<file path="src/rtl/pic_cfg.svh">
// Register offsets, field positions, reset values and sizes for the interrupt controller
`ifndef PIC_CFG_SVH
`define PIC_CFG_SVH
`define PIC_NSRC 16
`define PIC_OFS_CTRL 12'h000
`define PIC_OFS_REQ 12'h004
`define PIC_OFS_EN 12'h008
`define PIC_OFS_LVLLO 12'h00c
`define PIC_OFS_LVLHI 12'h010
`define PIC_OFS_STAT 12'h014
`define PIC_CTRL_GLOBAL_IRQ_ENABLE_BIT_BIT 7
`define PIC_SRC_SERIAL_RX 5
`define PIC_SRC_SERIAL_TX 4
`define PIC_SRC_CONVERTER 0
`define PIC_RST_CTRL 32'h0000_0000
`define PIC_RST_REQ 16'h0000
`define PIC_RST_EN 16'h0000
`define PIC_RST_LVL 16'h0000
`endif

</file>
<file path="src/rtl/pic_pkg.sv">
// Types shared by the interrupt controller files
package pic_pkg;
  typedef enum logic [1:0] {
    PIC_LVL_OFF = 2'b00,
    PIC_LVL_1 = 2'b01,
    PIC_LVL_2 = 2'b10,
    PIC_LVL_3 = 2'b11
  } pic_level_t;

  typedef struct packed {
    logic enable_irq_instruction;
    logic disable_irq_instruction;
    logic return_from_irq_instruction;
    logic trap_instruction;
    logic illegal_trap;
    logic primary_osc_fail_trap;
    logic watchdog_osc_fail_trap;
  } pic_core_ev_t;

  typedef struct packed {
    logic valid;
    logic [3:0] src;
    pic_level_t level;
  } pic_winner_t;

  typedef enum logic [1:0] {
    PIC_ST_IDLE = 2'b00,
    PIC_ST_REQ = 2'b01,
    PIC_ST_WAIT = 2'b10
  } pic_state_t;
endpackage

</file>
<file path="src/rtl/pic_top.sv">
// APB interrupt controller: pending bits, global enable, priority and core handshake
// Contract
// - Enable, return-from-interrupt or a written 1 sets the global enable flag.
// - Disable, acknowledge, a written 0, reset and every trap clear the global enable flag.
// - Each source can be put at level 1, 2 or 3, with 3 the highest.
// - A higher-level pending request that is enabled or forced always beats a lower-level one.
// - Inside one level a fixed source order picks the winner.
// - Forced sources such as the watchdog always sit at the top level.
// - A request pulse sets the source's pending bit.
// - Acknowledge clears the winner's pending bit until the next pulse.
// - Writing 0 to a pending bit clears it.
// - Only with the global flag set is the winner forwarded; otherwise bits are polled.
// - Serial receive, serial transmit and converter bits read 1 while pending.
`timescale 1ns/1ps
`include "pic_cfg.svh"
module pic_top (
  input wire logic pclk,
  input wire logic presetn,
  input wire logic psel,
  input wire logic penable,
  input wire logic pwrite,
  input wire logic [11:0] paddr,
  input wire logic [31:0] pwdata,
  input wire logic [3:0] pstrb,
  output logic [31:0] prdata,
  output logic pready,
  output logic pslverr,
  input wire logic [15:0] src_pulse,
  input wire logic [15:0] force_top,
  input wire pic_pkg::pic_core_ev_t core_ev,
  output logic irq_req,
  output logic [3:0] irq_src,
  output logic [1:0] irq_level,
  input wire logic irq_ack,
  output logic global_irq_enable_bit
);
  logic [15:0] req_r;
  logic [15:0] en_r;
  logic [15:0] lvl_lo_r;
  logic [15:0] lvl_hi_r;
  logic global_irq_enable_bit_r;
  logic [31:0] rdata_nxt;
  logic [15:0] req_clr;
  pic_pkg::pic_winner_t win;
  pic_pkg::pic_state_t st_r;
  logic wr;
  logic wr_ctrl;
  logic wr_req;
  logic wr_en;
  logic wr_lo;
  logic wr_hi;
  logic ack_ok;
  logic trap_any;
  logic global_irq_enable_bit_clr;
  logic global_irq_enable_bit_set;

  function automatic logic hit(input logic [11:0] a, input logic [11:0] ofs);
    hit = (a == ofs);
  endfunction

  // Unmapped offsets answer with an error and read as zero
  function automatic logic mapped(input logic [11:0] a);
    mapped = hit(a, `PIC_OFS_CTRL) || hit(a, `PIC_OFS_REQ) || hit(a, `PIC_OFS_EN) ||
             hit(a, `PIC_OFS_LVLLO) || hit(a, `PIC_OFS_LVLHI) || hit(a, `PIC_OFS_STAT);
  endfunction

  // Single-cycle APB slave: every access completes in its first access cycle
  assign wr = psel && penable && pwrite && pstrb[0];
  // No wait states, so ready is a constant
  assign pready = 1'b1;
  assign pslverr = psel && penable && !mapped(paddr);

  // One write strobe per register keeps the update processes small
  assign wr_ctrl = wr && hit(paddr, `PIC_OFS_CTRL);
  assign wr_req = wr && hit(paddr, `PIC_OFS_REQ);
  assign wr_en = wr && hit(paddr, `PIC_OFS_EN);
  assign wr_lo = wr && hit(paddr, `PIC_OFS_LVLLO);
  assign wr_hi = wr && hit(paddr, `PIC_OFS_LVLHI);

  pic_arbiter u_arb (
    .pending(req_r),
    .enable(en_r),
    .lvl_lo(lvl_lo_r),
    .lvl_hi(lvl_hi_r),
    .force_top(force_top),
    .winner(win)
  );

  // Acknowledge only counts while a request is actually shown to the core
  assign ack_ok = irq_ack && irq_req;

  // Clear mask for the pending bits: software zeros and the acknowledged source
  always_comb begin
    req_clr = 16'h0000;
    if (wr_req) begin
      req_clr = ~pwdata[15:0];
    end
    if (ack_ok) begin
      req_clr[irq_src] = 1'b1;
    end
  end

  // Pending bits; a new pulse beats a same-cycle clear so no event is lost
  always_ff @(posedge pclk or negedge presetn) begin
    if (!presetn) begin
      req_r <= `PIC_RST_REQ;
    end else begin
      req_r <= (req_r & ~req_clr) | src_pulse;
    end
  end

  // Writing 1 to a pending bit cannot set it: only sources raise requests
  always_ff @(posedge pclk or negedge presetn) begin
    if (!presetn) begin
      en_r <= `PIC_RST_EN;
      lvl_lo_r <= `PIC_RST_LVL;
      lvl_hi_r <= `PIC_RST_LVL;
    end else begin
      if (wr_en) begin
        en_r <= pwdata[15:0];
      end
      if (wr_lo) begin
        lvl_lo_r <= pwdata[15:0];
      end
      if (wr_hi) begin
        lvl_hi_r <= pwdata[15:0];
      end
    end
  end

  // Every trap drops the flag so a handler never nests by accident
  assign trap_any = core_ev.trap_instruction || core_ev.illegal_trap || core_ev.primary_osc_fail_trap ||
                    core_ev.watchdog_osc_fail_trap;
  assign global_irq_enable_bit_clr = core_ev.disable_irq_instruction || ack_ok || trap_any ||
                    (wr_ctrl && !pwdata[`PIC_CTRL_GLOBAL_IRQ_ENABLE_BIT_BIT]);
  assign global_irq_enable_bit_set = core_ev.enable_irq_instruction || core_ev.return_from_irq_instruction ||
                    (wr_ctrl && pwdata[`PIC_CTRL_GLOBAL_IRQ_ENABLE_BIT_BIT]);

  // Global enable; any clearing event beats a setting one in the same cycle
  always_ff @(posedge pclk or negedge presetn) begin
    if (!presetn) begin
      global_irq_enable_bit_r <= 1'b0;
    end else if (global_irq_enable_bit_clr) begin
      global_irq_enable_bit_r <= 1'b0;
    end else if (global_irq_enable_bit_set) begin
      global_irq_enable_bit_r <= 1'b1;
    end
  end

  // Core handshake: the request and its source stay frozen until acknowledged, cleared by software or the flag drops
  always_ff @(posedge pclk or negedge presetn) begin
    if (!presetn) begin
      st_r <= pic_pkg::PIC_ST_IDLE;
      irq_req <= 1'b0;
      irq_src <= 4'h0;
      irq_level <= 2'h0;
    end else begin
      case (st_r)
        pic_pkg::PIC_ST_IDLE: begin
          if (global_irq_enable_bit_r && win.valid) begin
            st_r <= pic_pkg::PIC_ST_REQ;
            irq_req <= 1'b1;
            irq_src <= win.src;
            irq_level <= win.level;
          end
        end
        pic_pkg::PIC_ST_REQ: begin
          if (ack_ok) begin
            st_r <= pic_pkg::PIC_ST_WAIT;
            irq_req <= 1'b0;
          end else if (!req_r[irq_src]) begin
            // Software cleared the shown request before the core took it
            st_r <= pic_pkg::PIC_ST_IDLE;
            irq_req <= 1'b0;
          end else if (!global_irq_enable_bit_r) begin
            // Flag dropped while shown: back to polling, the bit stays pending
            st_r <= pic_pkg::PIC_ST_IDLE;
            irq_req <= 1'b0;
          end
        end
        pic_pkg::PIC_ST_WAIT: begin
          // Spacer cycle after an ack before the next pick
          st_r <= pic_pkg::PIC_ST_IDLE;
        end
        default: begin
          st_r <= pic_pkg::PIC_ST_IDLE;
          irq_req <= 1'b0;
        end
      endcase
    end
  end

  // The flag is visible to the core as a plain level
  assign global_irq_enable_bit = global_irq_enable_bit_r;

  // Read mux; the status word shows the current winner even while the flag is clear
  always_comb begin
    rdata_nxt = 32'h0000_0000;
    case (paddr)
      `PIC_OFS_CTRL: rdata_nxt[`PIC_CTRL_GLOBAL_IRQ_ENABLE_BIT_BIT] = global_irq_enable_bit_r;
      `PIC_OFS_REQ: rdata_nxt[15:0] = req_r;
      `PIC_OFS_EN: rdata_nxt[15:0] = en_r;
      `PIC_OFS_LVLLO: rdata_nxt[15:0] = lvl_lo_r;
      `PIC_OFS_LVLHI: rdata_nxt[15:0] = lvl_hi_r;
      `PIC_OFS_STAT: rdata_nxt = {24'h0, win.valid, 1'b0, win.level, win.src};
      default: rdata_nxt = 32'h0000_0000;
    endcase
  end

  // Read data registered at setup so it is stable in the access cycle
  always_ff @(posedge pclk or negedge presetn) begin
    if (!presetn) begin
      prdata <= 32'h0000_0000;
    end else if (psel && !penable && !pwrite) begin
      prdata <= rdata_nxt;
    end
  end
endmodule

</file>
<file path="src/rtl/pic_arbiter.sv">
// Three-level priority arbiter with fixed source order inside each level
`timescale 1ns/1ps
module pic_arbiter (
  input wire logic [15:0] pending,
  input wire logic [15:0] enable,
  input wire logic [15:0] lvl_lo,
  input wire logic [15:0] lvl_hi,
  input wire logic [15:0] force_top,
  output pic_pkg::pic_winner_t winner
);
  logic [1:0] eff [16];

  // Level of a source; forced sources always sit at the top level
  function automatic logic [1:0] src_level(input logic hi, input logic lo, input logic top);
    src_level = top ? 2'b11 : {hi, lo};
  endfunction

  genvar g;
  generate
    for (g = 0; g < 16; g++) begin : g_lvl
      assign eff[g] = (pending[g] && (enable[g] || force_top[g])) ?
                      src_level(lvl_hi[g], lvl_lo[g], force_top[g]) : 2'b00;
    end
  endgenerate

  // Higher level wins; equal level goes to the higher source index
  always_comb begin
    winner = '0;
    for (int i = 0; i < 16; i++) begin
      if (eff[i] != 2'b00 && (!winner.valid || eff[i] >= 2'(winner.level))) begin
        winner.valid = 1'b1;
        winner.src = 4'(i);
        winner.level = pic_pkg::pic_level_t'(eff[i]);
      end
    end
  end
endmodule

</file>
<file path="config.mk">
export PLATFORM = sky130hd
export DESIGN_NAME = pic_top
export DESIGN_NICKNAME = d
export VERILOG_FILES = /design/src/rtl/pic_pkg.sv /design/src/rtl/pic_top.sv /design/src/rtl/pic_arbiter.sv
export VERILOG_INCLUDE_DIRS = /design/src /design/src/rtl
export SDC_FILE = /design/constraint.sdc
export NUM_CORES = 1
export LEC_CHECK = 0
export ABC_AREA = 1
export BUFFER_PORTS_ARGS = -buffer_cell sky130_fd_sc_hd__clkbuf_2
export CORE_AREA = 2 2 107 161
export DETAILED_ROUTE_END_ITERATION = 16
export DIE_AREA = 0 0 109 163
export PLACE_DENSITY = 0.73
export SYNTH_ARGS = -nofsm -noshare
export SYNTH_HDL_FRONTEND = slang
export SYNTH_SLANG_ARGS = --single-unit
</file>
<file path="constraint.sdc">
create_clock -name pclk -period 14.9 [get_ports pclk]
set_input_delay 2.98 -clock pclk [delete_from_list [all_inputs] [get_ports pclk]]
set_output_delay 2.98 -clock pclk [all_outputs]
set_load 0.01 [all_outputs]
</file>
# ---- Word level (Yosys, flattened, before mapping)
# Cells that the tools add are included.
dict set report totals {
  word_cells 243
  regBits 90
  input_bits 93
  output_inout_bits 42
}
dict set report op_classes {
  eq_ne 9
  magnitude_cmp 17
  n_mux 69
  n_bitwise 6
  reduce_logical 132
}
# cell count
set op_table {}
lappend op_table {{7-bit 2-to-1 mux} 16}
lappend op_table {{2-bit 2-to-1 mux} 36}
lappend op_table {{1-bit logical AND} 47}
lappend op_table {{1-bit logical OR} 44}
lappend op_table {{7-bit case mux with 5 select lines} 1}
lappend op_table {{2-bit nonzero test} 17}
lappend op_table {{16-bit 2-to-1 mux} 2}
lappend op_table {{16-bit NOT} 2}
lappend op_table {{16-bit OR} 2}
lappend op_table {{8-bit case mux with 4 select lines} 1}
lappend op_table {{2-bit >= comparator} 15}
lappend op_table {{12-bit by 4-bit equality test with 1-bit output, second input constant} 2}
lappend op_table {{12-bit by 5-bit equality test with 1-bit output, second input constant} 2}
lappend op_table {{1-bit zero test} 19}
lappend op_table {{16-bit bitwise AND} 1}
lappend op_table {{12-bit by 3-bit equality test with 1-bit output, second input constant} 1}
lappend op_table {{12-bit zero test} 1}
lappend op_table {{1-bit 2-to-1 mux} 8}
lappend op_table {{1-bit case mux with 6 select lines} 1}
lappend op_table {{4-bit by 5-bit < comparator with 1-bit output, second input constant} 1}
lappend op_table {{1-bit binary-select mux with 4-bit select} 1}
lappend op_table {{1-bit demux with 4-bit select} 1}
lappend op_table {{4-bit by 1-bit >= comparator with 1-bit output, second input constant} 1}
lappend op_table {{4-bit != test, second input constant} 1}
lappend op_table {{9 further kinds} 10}

# ---- Longest topological paths before layout
# Gate-level depths: netlist of the first run.
dict set report logic_depth {
  ltp_word 68
  mapped_depth 133
  mapped_depth_nobuf 133
}

# ---- Cells and area by module
# From an unflattened synthesis of the first run, not the netlist that was laid out.
dict set report hier_totals {
  hier_cells 976
  area_unflattened_um2 6832.8
}
# mod area_each_um2 seq_area_each_um2 n_inst cells_each
set by_module_without_submodules {}
lappend by_module_without_submodules {pic_top 4782.1 2252.2 1 589}
lappend by_module_without_submodules {pic_arbiter 2050.7 0.0 1 387}

# ---- Worst setup path after synthesis of the first run
# Ideal clock, no wire load.
dict set report synth_timing {
  kind {input-to-reg}
  from {in force_top[1]}
  to {reg prdata[3]}
  slack_ns -1.885
  setup_ns 0.117
  n_path_buf 0
  required_ns 14.783
  stages 115
  t_arrival_ns 16.669
  cell_sequence {nor2_1 > nor2_1 > nand2_1 > ha_1 > inv_1 > nand2_1 > a21oi_1 > nand2_1 > nand2_1 > nand2_1 > and2_1 > ha_1 > a21oi_1 > nand2_1 > nand2_1 > inv_1 > nand2_1 > and2_1 > [79 not listed] > and2_1 > ha_1 > o21a_1 > or3_4 > nand2_4 > nand3_1 > nand2_1 > ha_1 > o21ai_0 > nand3b_2 > nand2_1 > nand2_2 > inv_2 > nand4_1 > a22oi_1 > o2111ai_1 > nand2_1 > nand2_1}
}
dict set report synth_between {
  elab_chain_cells 64
  elab_cells_between_ends 80
  cone_classes {order compare: 15; mux: 18; reduce/logical: 47}
}
# item line_no
set synth_lines {}
lappend synth_lines {{start: declaration} pic_top.sv:29} ;# input wire logic [15:0] force_top,
lappend synth_lines {{1-bit logical OR} pic_arbiter.sv:21} ;# assign eff[g] = (pending[g] && (enable[g] || force_top[g])) ?
lappend synth_lines {{1-bit logical AND} pic_arbiter.sv:21}
lappend synth_lines {{2-bit 2-to-1 mux *} pic_arbiter.sv:21}
lappend synth_lines {{2-bit >= comparator} pic_arbiter.sv:30} ;# if (eff[i] != 2'b00 && (!winner.valid || eff[i] >= 2'(winner.level))) begin
lappend synth_lines {{1-bit logical OR} pic_arbiter.sv:30}
lappend synth_lines {{1-bit logical AND} pic_arbiter.sv:30}
lappend synth_lines {{7-bit 2-to-1 mux *} pic_arbiter.sv:30}
lappend synth_lines {{2-bit >= comparator or 1-bit zero test (tied branches)} pic_arbiter.sv:30}
lappend synth_lines {{[48 not listed]} --}
lappend synth_lines {{1-bit logical OR} pic_arbiter.sv:30}
lappend synth_lines {{1-bit logical AND} pic_arbiter.sv:30}
lappend synth_lines {{7-bit 2-to-1 mux *} pic_arbiter.sv:30}
lappend synth_lines {{2-bit >= comparator or 1-bit zero test (tied branches)} pic_arbiter.sv:30}
lappend synth_lines {{1-bit logical OR} pic_arbiter.sv:30}
lappend synth_lines {{1-bit logical AND} pic_arbiter.sv:30}
lappend synth_lines {{7-bit 2-to-1 mux *} pic_arbiter.sv:30}
lappend synth_lines {{7-bit case mux with 5 select lines *} pic_top.sv:199} ;# case (paddr)
lappend synth_lines {{end signal: assignment} pic_top.sv:215} ;# prdata <= rdata_nxt;
lappend synth_lines {{end: declaration} pic_top.sv:25} ;# output logic [31:0] prdata,
# Mark *: on every way between the ends. The rest lies on a longest branch, timed or not.
# A chain may end at the register's enable or synchronous reset.

# ---- Worst setup path after layout of the first run
# Ends and elaborated chain as after synthesis.

==> results of run 1 <==
## flip-flops by register name, indices dropped and copies added (netlist names)
signal,count
global_irq_enable_bit,1
prdata,16
lvl_lo_r,16
req_r,16
irq_req,1
lvl_hi_r,16
irq_src,4
irq_level,2
en_r,16
st_r,2
## what timing repair did
action                                 in CTS  in global routing
pin swaps                                  20                106
endpoints found under the hold margin       0                  0
hold buffers                                0                  0
buffers inserted                            9                 29
setup endpoints to repair                  12                 12
resized for setup                          12                145
## how the worst min path moves through the flow
stage / startpoint / to / cells past startpoint
4_1_cts: st_r[1] / st_r[1] / 1
6_report: st_r[1] / st_r[1] / 1
3_3_place_gp: st_r[1] / st_r[1] / 1
3_5_place_dp: prdata[2] / prdata[2] / 2
5_1_grt: st_r[1] / st_r[1] / 1
2_1_floorplan: st_r[1] / st_r[1] / 1
## cells in the final DEF, fill, tap and decap left out, types with 6 or more instances in the layout
cell	synthesis	routed
nand2_4	2	12
nor3_1	11	11
a221oi_1	6	6
inv_2	6	21
o22ai_1	18	18
nor2_1	68	63
conb_1	2	17
clkbuf_16	0	9
o21ai_2	4	10
nand2_2	4	43
o21ai_1	8	9
ha_4	0	18
dfrtp_1	90	90
nand3_2	10	21
buf_4	17	119
o21bai_1	16	16
inv_1	176	160
buf_6	0	9
nand2_1	219	170
ha_1	30	12
a21oi_2	1	8
o21ai_0	106	95
nand3_1	35	19
and2_4	0	6
clkbuf_2	0	95
a21oi_1	35	28
## cell type report
| class | count | area, um^2 | share of cell area (%) |
|---|---|---|---|
| multi-input combinational | 642 | 4060 | 44.8 |
| clock inverter | 4 | 51.3 | 0.566 |
| tap | 210 | 263 | 2.90 |
| clock buffer | 12 | 246 | 2.72 |
| inverter | 186 | 711 | 7.84 |
| timing repair buffer | 224 | 1490 | 16.4 |
| sequential | 90 | 2250 | 24.8 |
## per-layer routing
metal	GRT usage (%)	wire, um	vias to the layer above	part of all wire [%]
met3	3.32	1400	107	6.4
met5	0	0	-	0
met2	39.9	11100	379	50
li1	-	-	3428	-
met4	13.8	1370	0	6.2
met1	25.8	8160	3352	37
## metrics by stage
stage                     utilization (%)  cell area, um^2
after floorplan                         -             6560
after global placement               47.5             7820
after detailed placement             47.5             7820
after CTS                            50.0             8240
after global routing                 55.0             9070
final                                55.0             9070
## logic make-up (layout without fill, tap and decap cells)
logic type,Yosys count,count (layout)
other cells,2,17
buf+inv,215,426
flops,90,90
compound gates,211,211
simple gates,384,384
fa+ha+maj,30,30
## power by group
part | switching [W] | total, W | internal [W]
sequential | 0.0000122 | 0.000267 | 0.000255
clock | 0.000101 | 0.000236 | 0.000135
combinational | 0.000401 | 0.000775 | 0.000374
==> run_results.csv, run 1 <==
group,metric,value,unit
logic_synthesis,synth.most_common_cell,"nand2_1",
worst_setup_path,rrSetupSlack,-0.31,ns
sta,hold_slack,0.476,ns
placed_design,gp_congestion,0.924,
worst_setup_path,crit_cells,121,
logic_synthesis,synthTopCellsByArea,"dfrtp_1 35%, nand2_1 13%, inv_1 10%",
worst_setup_path,worstSetupPathType,"in -> reg",
clocking,cts_tree,"done",
worst_setup_path,critPathLaunchType,"primary input",
power_and_ir_drop,power.leakage,4.75,nW
logic_synthesis,seq_area_frac_synth,35.0,%
layout,fillCellCount,1417,
status,violations,"setup timing",
sta,tns,-28.08,ns
logic_synthesis,synthArstFlopShare,100,%
logic_synthesis,synth_enable_flop_cells,0,
global_route,grt_pass1_vias,6660,
global_route,grt_overflow,0,
global_route,track_usage,22.9,%
floorplan,core_area,16500,um^2
sta,rsz0062_at_grt,"yes",
logic_synthesis,ys.flop_type,"dfrtp_1",
logic_synthesis,synth_compound_area_share,18.9,%
logic_synthesis,synth_cell_types,46,
clocking,cts-root-buf,"clkbuf_16",
sta,period_minus_slack,17.44,ns
logic_synthesis,ys.warnings.count,0,
logic_synthesis,synth_top_family_by_area,"simple AND/OR/NAND/NOR gates",
logic_synthesis,muxShareOfSynthArea,0,%
layout,stdcell_count,1368,
worst_setup_path,cp.required,15.14,ns
layout,diodes,0,
worst_setup_path,critPathTopFamily,"simple AND/OR/NAND/NOR gates",
layout,synthToLayoutAreaGrowth,40.8,%
global_route,antenna_found_initial,0,
routing,viasPerCell,5.31,
floorplan,start_util,39.1,%
floorplan,die_h,163,um
sta,finalWorstSetupSlack,-2.54,ns
worst_setup_path,crit_buf_inv,19,
worst_setup_path,endpoint,"prdata[3]",
clocking,clk_path_buf_depth,2,
layout,final_nets,1276,
clocking,clk_latency,0.36,ns
hold_path,hp-class,"reg -> reg",
logic_synthesis,yosys.area_share.simple,26.6,%
routing,num_vias,7266,
worst_setup_path,path_max_fanout,5,
clocking,htree_levels,3,
worst_setup_path,arrival,17.68,ns
worst_setup_path,slowest_delay,0.41,ns
worst_setup_path,rr_worst_depth,118,
worst_setup_path,critical_path.most_common_cell,"nand2_2",
logic_synthesis,synthAdderAreaFrac,5.83,%
routing,drc,0,
power_and_ir_drop,power.total,0.00128,W
routing,wl_per_cell,16.1,um
sta,hold_violations,0,
sta,fin_skew,0.00656,ns
global_route,grt_first_pass_wirelength,31300,um
sta,period_share,117,%
global_route,grt_max_degree,85,
worst_setup_path,reg2reg_to,"prdata[3]",
placed_design,pre_cts_ws,-2.80,ns
sta,setup_viol,12,
logic_synthesis,synth.cell_area,6440,um^2
worst_setup_path,cpMaxStageDelayCell,"or3_4",
floorplan,num_rows,58,
power_and_ir_drop,ir_worst_vdd,94.0,uV
clocking,clock-sinks,90,
logic_synthesis,synthXorXnorAreaFrac,0,%
worst_setup_path,end_kind,"register",
clocking,clk_pin_slew_worst_paths,0.07,ns
floorplan,die_area,17800,um^2
routing,firstDrtPassIters,6,
logic_synthesis,synthTopCellsByCount,"219 x nand2_1, 176 x inv_1, 106 x o21ai_0, 90 x dfrtp_1, 68 x nor2_1",
placed_design,placed_cells,1317,
routing,postRouteAntennaNets,0,
status,status,"complete, but fails checks",
logic_synthesis,avgSynthCellArea,6.91,um^2
sta,tightest_slew,1.12,ns
worst_setup_path,worstReg2RegStart,"req_r[0]",
logic_synthesis,ys_ff_latch,90,
clocking,cts_inserted_buffers,9,
floorplan,io_pins,135,
sta,relSlewSlack,25.4,%
power_and_ir_drop,power_density,141,nW/um^2
logic_synthesis,synth.top_cell.area_share,35.0,%
worst_setup_path,startpoint,"force_top[1]",
placed_design,portBuffers,98,
run,drv_cap,0,
logic_synthesis,syn_inst,932,
sta,max_freq,0.0573,GHz
logic_synthesis,synth_top_cell_by_area,"dfrtp_1",
routing,dr.first_iter.drc_count,495,
floorplan,die_w,109,um
routing,routed_wl,22000,um
layout,drive_above_1_share,35.4,%
sta,maxSlewViolCount,0,
placed_design,dp_hpwl,15600,um
No activity file was read; power rests on OpenSTA's default activity.
==> inputs of run 2 (changes only) <==
Settings changed: CTS_BUF_LIST set to sky130_fd_sc_hd__clkbuf_16.
==> run_results.csv, run 2 (synthesized netlist as in run 1, its figures left out) <==
group,metric,value,unit
sta,fin_skew,0.00874,ns
global_route,grt_pass1_vias,6656,
worst_setup_path,cpMaxStageDelayCell,"or3_4",
floorplan,start_util,39.1,%
layout,layout_commonest_cell,"nand2_1",
global_route,grt_first_pass_wirelength,31300,um
layout,stdcell_count,1368,
power_and_ir_drop,switching_share,40.5,%
worst_setup_path,critical_path.most_common_cell,"nand2_2",
power_and_ir_drop,ir_worst_vdd,93.2,uV
status,violations,"setup timing",
routing,dr.first_iter.drc_count,636,
clocking,clk_pin_slew_worst_paths,0.06,ns
worst_setup_path,worstSetupPathType,"in -> reg",
power_and_ir_drop,pwr-share-seq,21.0,%
sta,setup_viol,12,
placed_design,dp_hpwl,15600,um
sta,maxSlewViolCount,0,
placed_design,pre_cts_ws,-2.80,ns
clocking,clock-sinks,90,
floorplan,die_w,109,um
clocking,ctsHoldBuffers,0,
worst_setup_path,rrSetupSlack,-0.34,ns
sta,hold_slack,0.475,ns
layout,drive_above_1_share,35.3,%
placed_design,portBuffers,98,
worst_setup_path,slowest_delay,0.41,ns
clocking,cts-root-buf,"clkbuf_16",
sta,rsz0062_at_grt,"yes",
floorplan,core_area,16500,um^2
routing,routed_wl,22000,um
run,drv_cap,0,
floorplan,num_rows,58,
floorplan,io_pins,135,
worst_setup_path,end_kind,"register",
worst_setup_path,path_max_fanout,5,
layout,mostFrequentLayoutCells,"170 x nand2_1, 162 x inv_1, 119 x buf_4, 95 x o21ai_0, 95 x clkbuf_2",
global_route,grt_max_degree,85,
clocking,cts_inserted_buffers,9,
sta,period_minus_slack,17.46,ns
global_route,track_usage,22.8,%
clocking,clk_latency,0.36,ns
sta,finalWorstSetupSlack,-2.56,ns
clocking,clk_path_buf_depth,2,
routing,viasPerCell,5.29,
sta,max_freq,0.0573,GHz
power_and_ir_drop,intPower,0.000758,W
sta,hold_violations,0,
power_and_ir_drop,clkPwrFrac,18.1,%
status,status,"complete, but fails checks",
routing,drc,0,
routing,wl_per_cell,16.1,um
routing,postRouteAntennaNets,0,
sta,relSlewSlack,24.1,%
global_route,grt_overflow,0,
power_and_ir_drop,combPwrFrac,60.9,%
routing,num_vias,7242,
worst_setup_path,cp.required,15.14,ns
power_and_ir_drop,power_density,140,nW/um^2
floorplan,die_area,17800,um^2
placed_design,placed_cells,1317,
power_and_ir_drop,power.leakage,4.75,nW
routing,firstDrtPassIters,5,
layout,synthToLayoutAreaGrowth,40.7,%
worst_setup_path,critPathLaunchType,"primary input",
power_and_ir_drop,power.total,0.00127,W
clocking,cts_tree,"done",
floorplan,die_h,163,um
sta,period_share,117,%
layout,diodes,0,
worst_setup_path,arrival,17.70,ns
hold_path,hp-class,"reg -> reg",
sta,tightest_slew,1.13,ns
global_route,antenna_found_initial,0,
power_and_ir_drop,p_sw,0.000515,W
placed_design,gp_congestion,0.924,
layout,final_nets,1276,
clocking,htree_levels,3,
run 2: cell types whose count changed in the layout (fill, tap and decap cells not counted), sizes merged:
| cell | before | now |
|---|---|---|
| clkbuf | 107 | 104 |
| inv | 184 | 186 |
| clkinv | 4 | 5 |
run 2: routing by layer:
| metal | vias to the layer above | wire [um] | global-route usage, % |
|---|---|---|---|
| li1 | 3427 | - | - |
| met1 | 3379 | 8270 | 25.8 |
| met2 | 338 | 11000 | 39.9 |
| met3 | 98 | 1320 | 3.32 |
| met4 | 0 | 1380 | 13.8 |
| met5 | - | 0 | 0 |
run 2: worst max-delay path: cells and delay by family:
| kind | cells | cell delay (ns) |
|---|---|---|
| AO/OA/AOI/OAI | 24 | 3.12 |
| adder cells (fa/ha/maj) | 15 | 3.64 |
| buffers and inverters | 19 | 1.19 |
| AND/OR/NAND/NOR | 63 | 6.73 |
run 2: layout make-up:
type | count | area (um^2)
fill | 1418 | 7420
multi-input combinational | 642 | 4060
sequential | 90 | 2250
timing repair buffer | 224 | 1490
inverter | 186 | 711
tap | 210 | 263
clock buffer | 9 | 225
clock inverter | 7 | 62.6
run 2: repair_timing:
action / 4_1_cts / 5_1_grt
resized for setup: 12 / 145
gates cloned: 0 / 0
setup buffers: 9 / 29
setup endpoints to repair: 12 / 12
pin swaps: 20 / 106
run 2: path summary, 6_finish.rpt:
kind                                    from         end  depth (start not counted)
max in group asynchronous            presetn     en_r[1]                          2
worst min-delay path                 st_r[1]     st_r[1]                          1
worst min register to register       st_r[1]     st_r[1]                          1
min in group asynchronous            presetn  prdata[14]                          1
worst max-delay path            force_top[1]   prdata[3]                        121
worst max register to register      req_r[0]   prdata[3]                        118
run 2: through the flow:
stage               util (%)  setup TNS (ns)  area [um^2]
floorplan                  -          -14.92         6560
global placement        47.5          -28.89         7820
detailed placement      47.5          -31.39         7820
CTS                     50.0          -26.29         8230
global route            55.0          -37.25         9060
finish                  55.0          -27.82         9060
run 2: power groups by stage:
stage               registers [W]  logic, W  clock network [W]
detailed placement       0.000271  0.000517                  0
global placement         0.000271  0.000506                  0
finish                   0.000267  0.000775           0.000230
CTS                      0.000267  0.000550           0.000228
floorplan                0.000273  0.000295                  0
global route             0.000269  0.000835           0.000237
==> inputs of run 3 (changes only) <==
Settings changed: BUFFER_PORTS_ARGS -buffer_cell sky130_fd_sc_hd__clkbuf_2 to unset, CORE_AREA 2 2 107 161 to 2 2 130 132, DIE_AREA 0 0 109 163 to 0 0 132 134, DONT_BUFFER_PORTS set to 1, PLACE_DENSITY 0.73 to 0.66.
==> run_results.csv, run 3 (synthesized netlist as in run 1, its figures left out) <==
group,metric,value,unit
sta,setup_viol,12,
sta,maxSlewViolCount,0,
sta,relSlewSlack,20.4,%
global_route,track_usage,22.9,%
worst_setup_path,critPathTopFamily,"simple AND/OR/NAND/NOR gates",
placed_design,dp_hpwl,15100,um
worst_setup_path,crit_buf_inv,21,
clocking,clk_latency,0.35,ns
hold_path,min_to,"st_r[1]",
worst_setup_path,crit_cells,121,
worst_setup_path,cpMaxStageDelayCell,"or3_4",
worst_setup_path,rrSetupSlack,0.05,ns
routing,top_layer,"met4",
layout,layout_commonest_cell,"nand2_1",
floorplan,die_area,17700,um^2
clocking,cts_inserted_buffers,9,
worst_setup_path,rr_worst_depth,121,
layout,fin_area,8650,um^2
layout,final_nets,1195,
status,violations,"setup timing",
clocking,htree_levels,3,
sta,max_freq,0.0587,GHz
placed_design,portBuffers,0,
worst_setup_path,cp.required,15.15,ns
worst_setup_path,critical_path.most_common_cell,"nand2_2",
sta,finalWorstSetupSlack,-2.12,ns
power_and_ir_drop,power.total,0.00127,W
routing,dr.first_iter.drc_count,530,
global_route,antenna_found_initial,1,
floorplan,io_pins,135,
clocking,clk_path_buf_depth,2,
clocking,cts-root-buf,"clkbuf_16",
routing,num_vias,6813,
routing,postRouteAntennaNets,0,
worst_setup_path,path_max_fanout,5,
routing,wl_met3,1450,um
layout,fillCellCount,1493,
global_route,grt_max_degree,91,
global_route,grt_first_pass_wirelength,32000,um
placed_design,place_area,7420,um^2
sta,period_share,114,%
hold_path,hp-start,"st_r[1]",
hold_path,min_delay_path_depth,1,
sta,tightest_slew,1.19,ns
routing,wl_met2,10300,um
placed_design,gp_congestion,0.897,
clocking,clock-sinks,90,
layout,mostFrequentLayoutCells,"172 x nand2_1, 163 x inv_1, 137 x buf_4, 95 x o21ai_0, 90 x dfrtp_1",
floorplan,die_w,132,um
sta,period_minus_slack,17.02,ns
worst_setup_path,end_kind,"register",
power_and_ir_drop,ir_worst_vdd,112,uV
floorplan,die_h,134,um
sta,rsz0062_at_grt,"yes",
floorplan,num_rows,47,
status,status,"complete, but fails checks",
placed_design,pre_cts_ws,-2.57,ns
routing,wl_met1,9170,um
sta,fin_skew,0.0103,ns
worst_setup_path,worstSetupPathType,"in -> reg",
floorplan,start_util,39.5,%
worst_setup_path,startpoint,"force_top[1]",
routing,wl_per_cell,16.5,um
routing,viasPerCell,5.25,
layout,synthToLayoutAreaGrowth,34.3,%
hold_path,hp-class,"reg -> reg",
global_route,grt_overflow,0,
worst_setup_path,arrival,17.27,ns
worst_setup_path,worstReg2RegStart,"req_r[1]",
worst_setup_path,critPathLaunchType,"primary input",
worst_setup_path,slowest_delay,0.41,ns
routing,firstDrtPassIters,6,
worst_setup_path,reg2reg_to,"prdata[5]",
power_and_ir_drop,power_density,146,nW/um^2
routing,routed_wl,21400,um
floorplan,core_area,16300,um^2
run,drv_cap,0,
power_and_ir_drop,power.leakage,4.41,nW
clocking,cts_tree,"done",
sta,hold_violations,0,
global_route,grt_pass1_vias,6250,
routing,drc,0,
clocking,clk_pin_slew_worst_paths,0.07,ns
layout,drive_above_1_share,30.0,%
[run 3: final cells by class]
| class | instances | area, um^2 | area share [%] |
|---|---|---|---|
| Multi-Input combinational cell | 642 | 3990 | 46.2 |
| Sequential cell | 90 | 2250 | 26.0 |
| Timing Repair Buffer | 143 | 1100 | 12.7 |
| Inverter | 186 | 708 | 8.19 |
| Tap cell | 220 | 275 | 3.18 |
| Clock buffer | 9 | 225 | 2.60 |
| Clock inverter | 7 | 92.6 | 1.07 |
| Antenna cell | 1 | 2.50 | 0.0289 |
[run 3: worst max path at each step]
stage                     end
CTS                 prdata[3]
finish              prdata[5]
floorplan           prdata[3]
detailed placement  prdata[2]
global route        prdata[3]
global placement    prdata[2]
[run 3: metrics by stage]
stage	hold slack (ns)	util, %	TNS, ns	std cells
after floorplan	0.434	-	-14.92	947
after detailed placement	0.453	45.5	-28.74	1239
after CTS	0.461	48.9	-22.22	1279
final	0.460	53.1	-23.52	1298
after global routing	0.501	53.1	-34.20	1297
after global placement	0.452	45.5	-27.80	1239
[run 3: per-layer routing]
layer	up-vias	global-route usage, %
li1	3265	-
met1	3224	29.9
met2	283	38.7
met3	41	3.89
met4	0	7.85
met5	-	0
[run 3: worst register-to-register path: cells and delay by family (launching register included)]
| family | cells | cell delay [ns] |
|---|---|---|
| flip-flops | 1 | 0.37 |
| adder cells (fa/ha/maj) | 15 | 3.61 |
| AND/OR/NAND/NOR | 64 | 6.65 |
| AO/OA/AOI/OAI | 21 | 2.51 |
| buffers and inverters | 21 | 1.59 |
[run 3: what timing repair did]
item,CTS,global route
setup endpoints to repair,12,12
gates resized for setup,13,122
setup buffers,24,21
hold buffers,0,0
pin swaps,30,100
[run 3: where the power goes]
part / internal, W / switching [W] / leakage (nW)
Combinational: 0.000372 / 0.000372 / 3.08
Clock: 0.000147 / 0.000101 / 0.160
Sequential: 0.000255 / 0.0000186 / 1.16
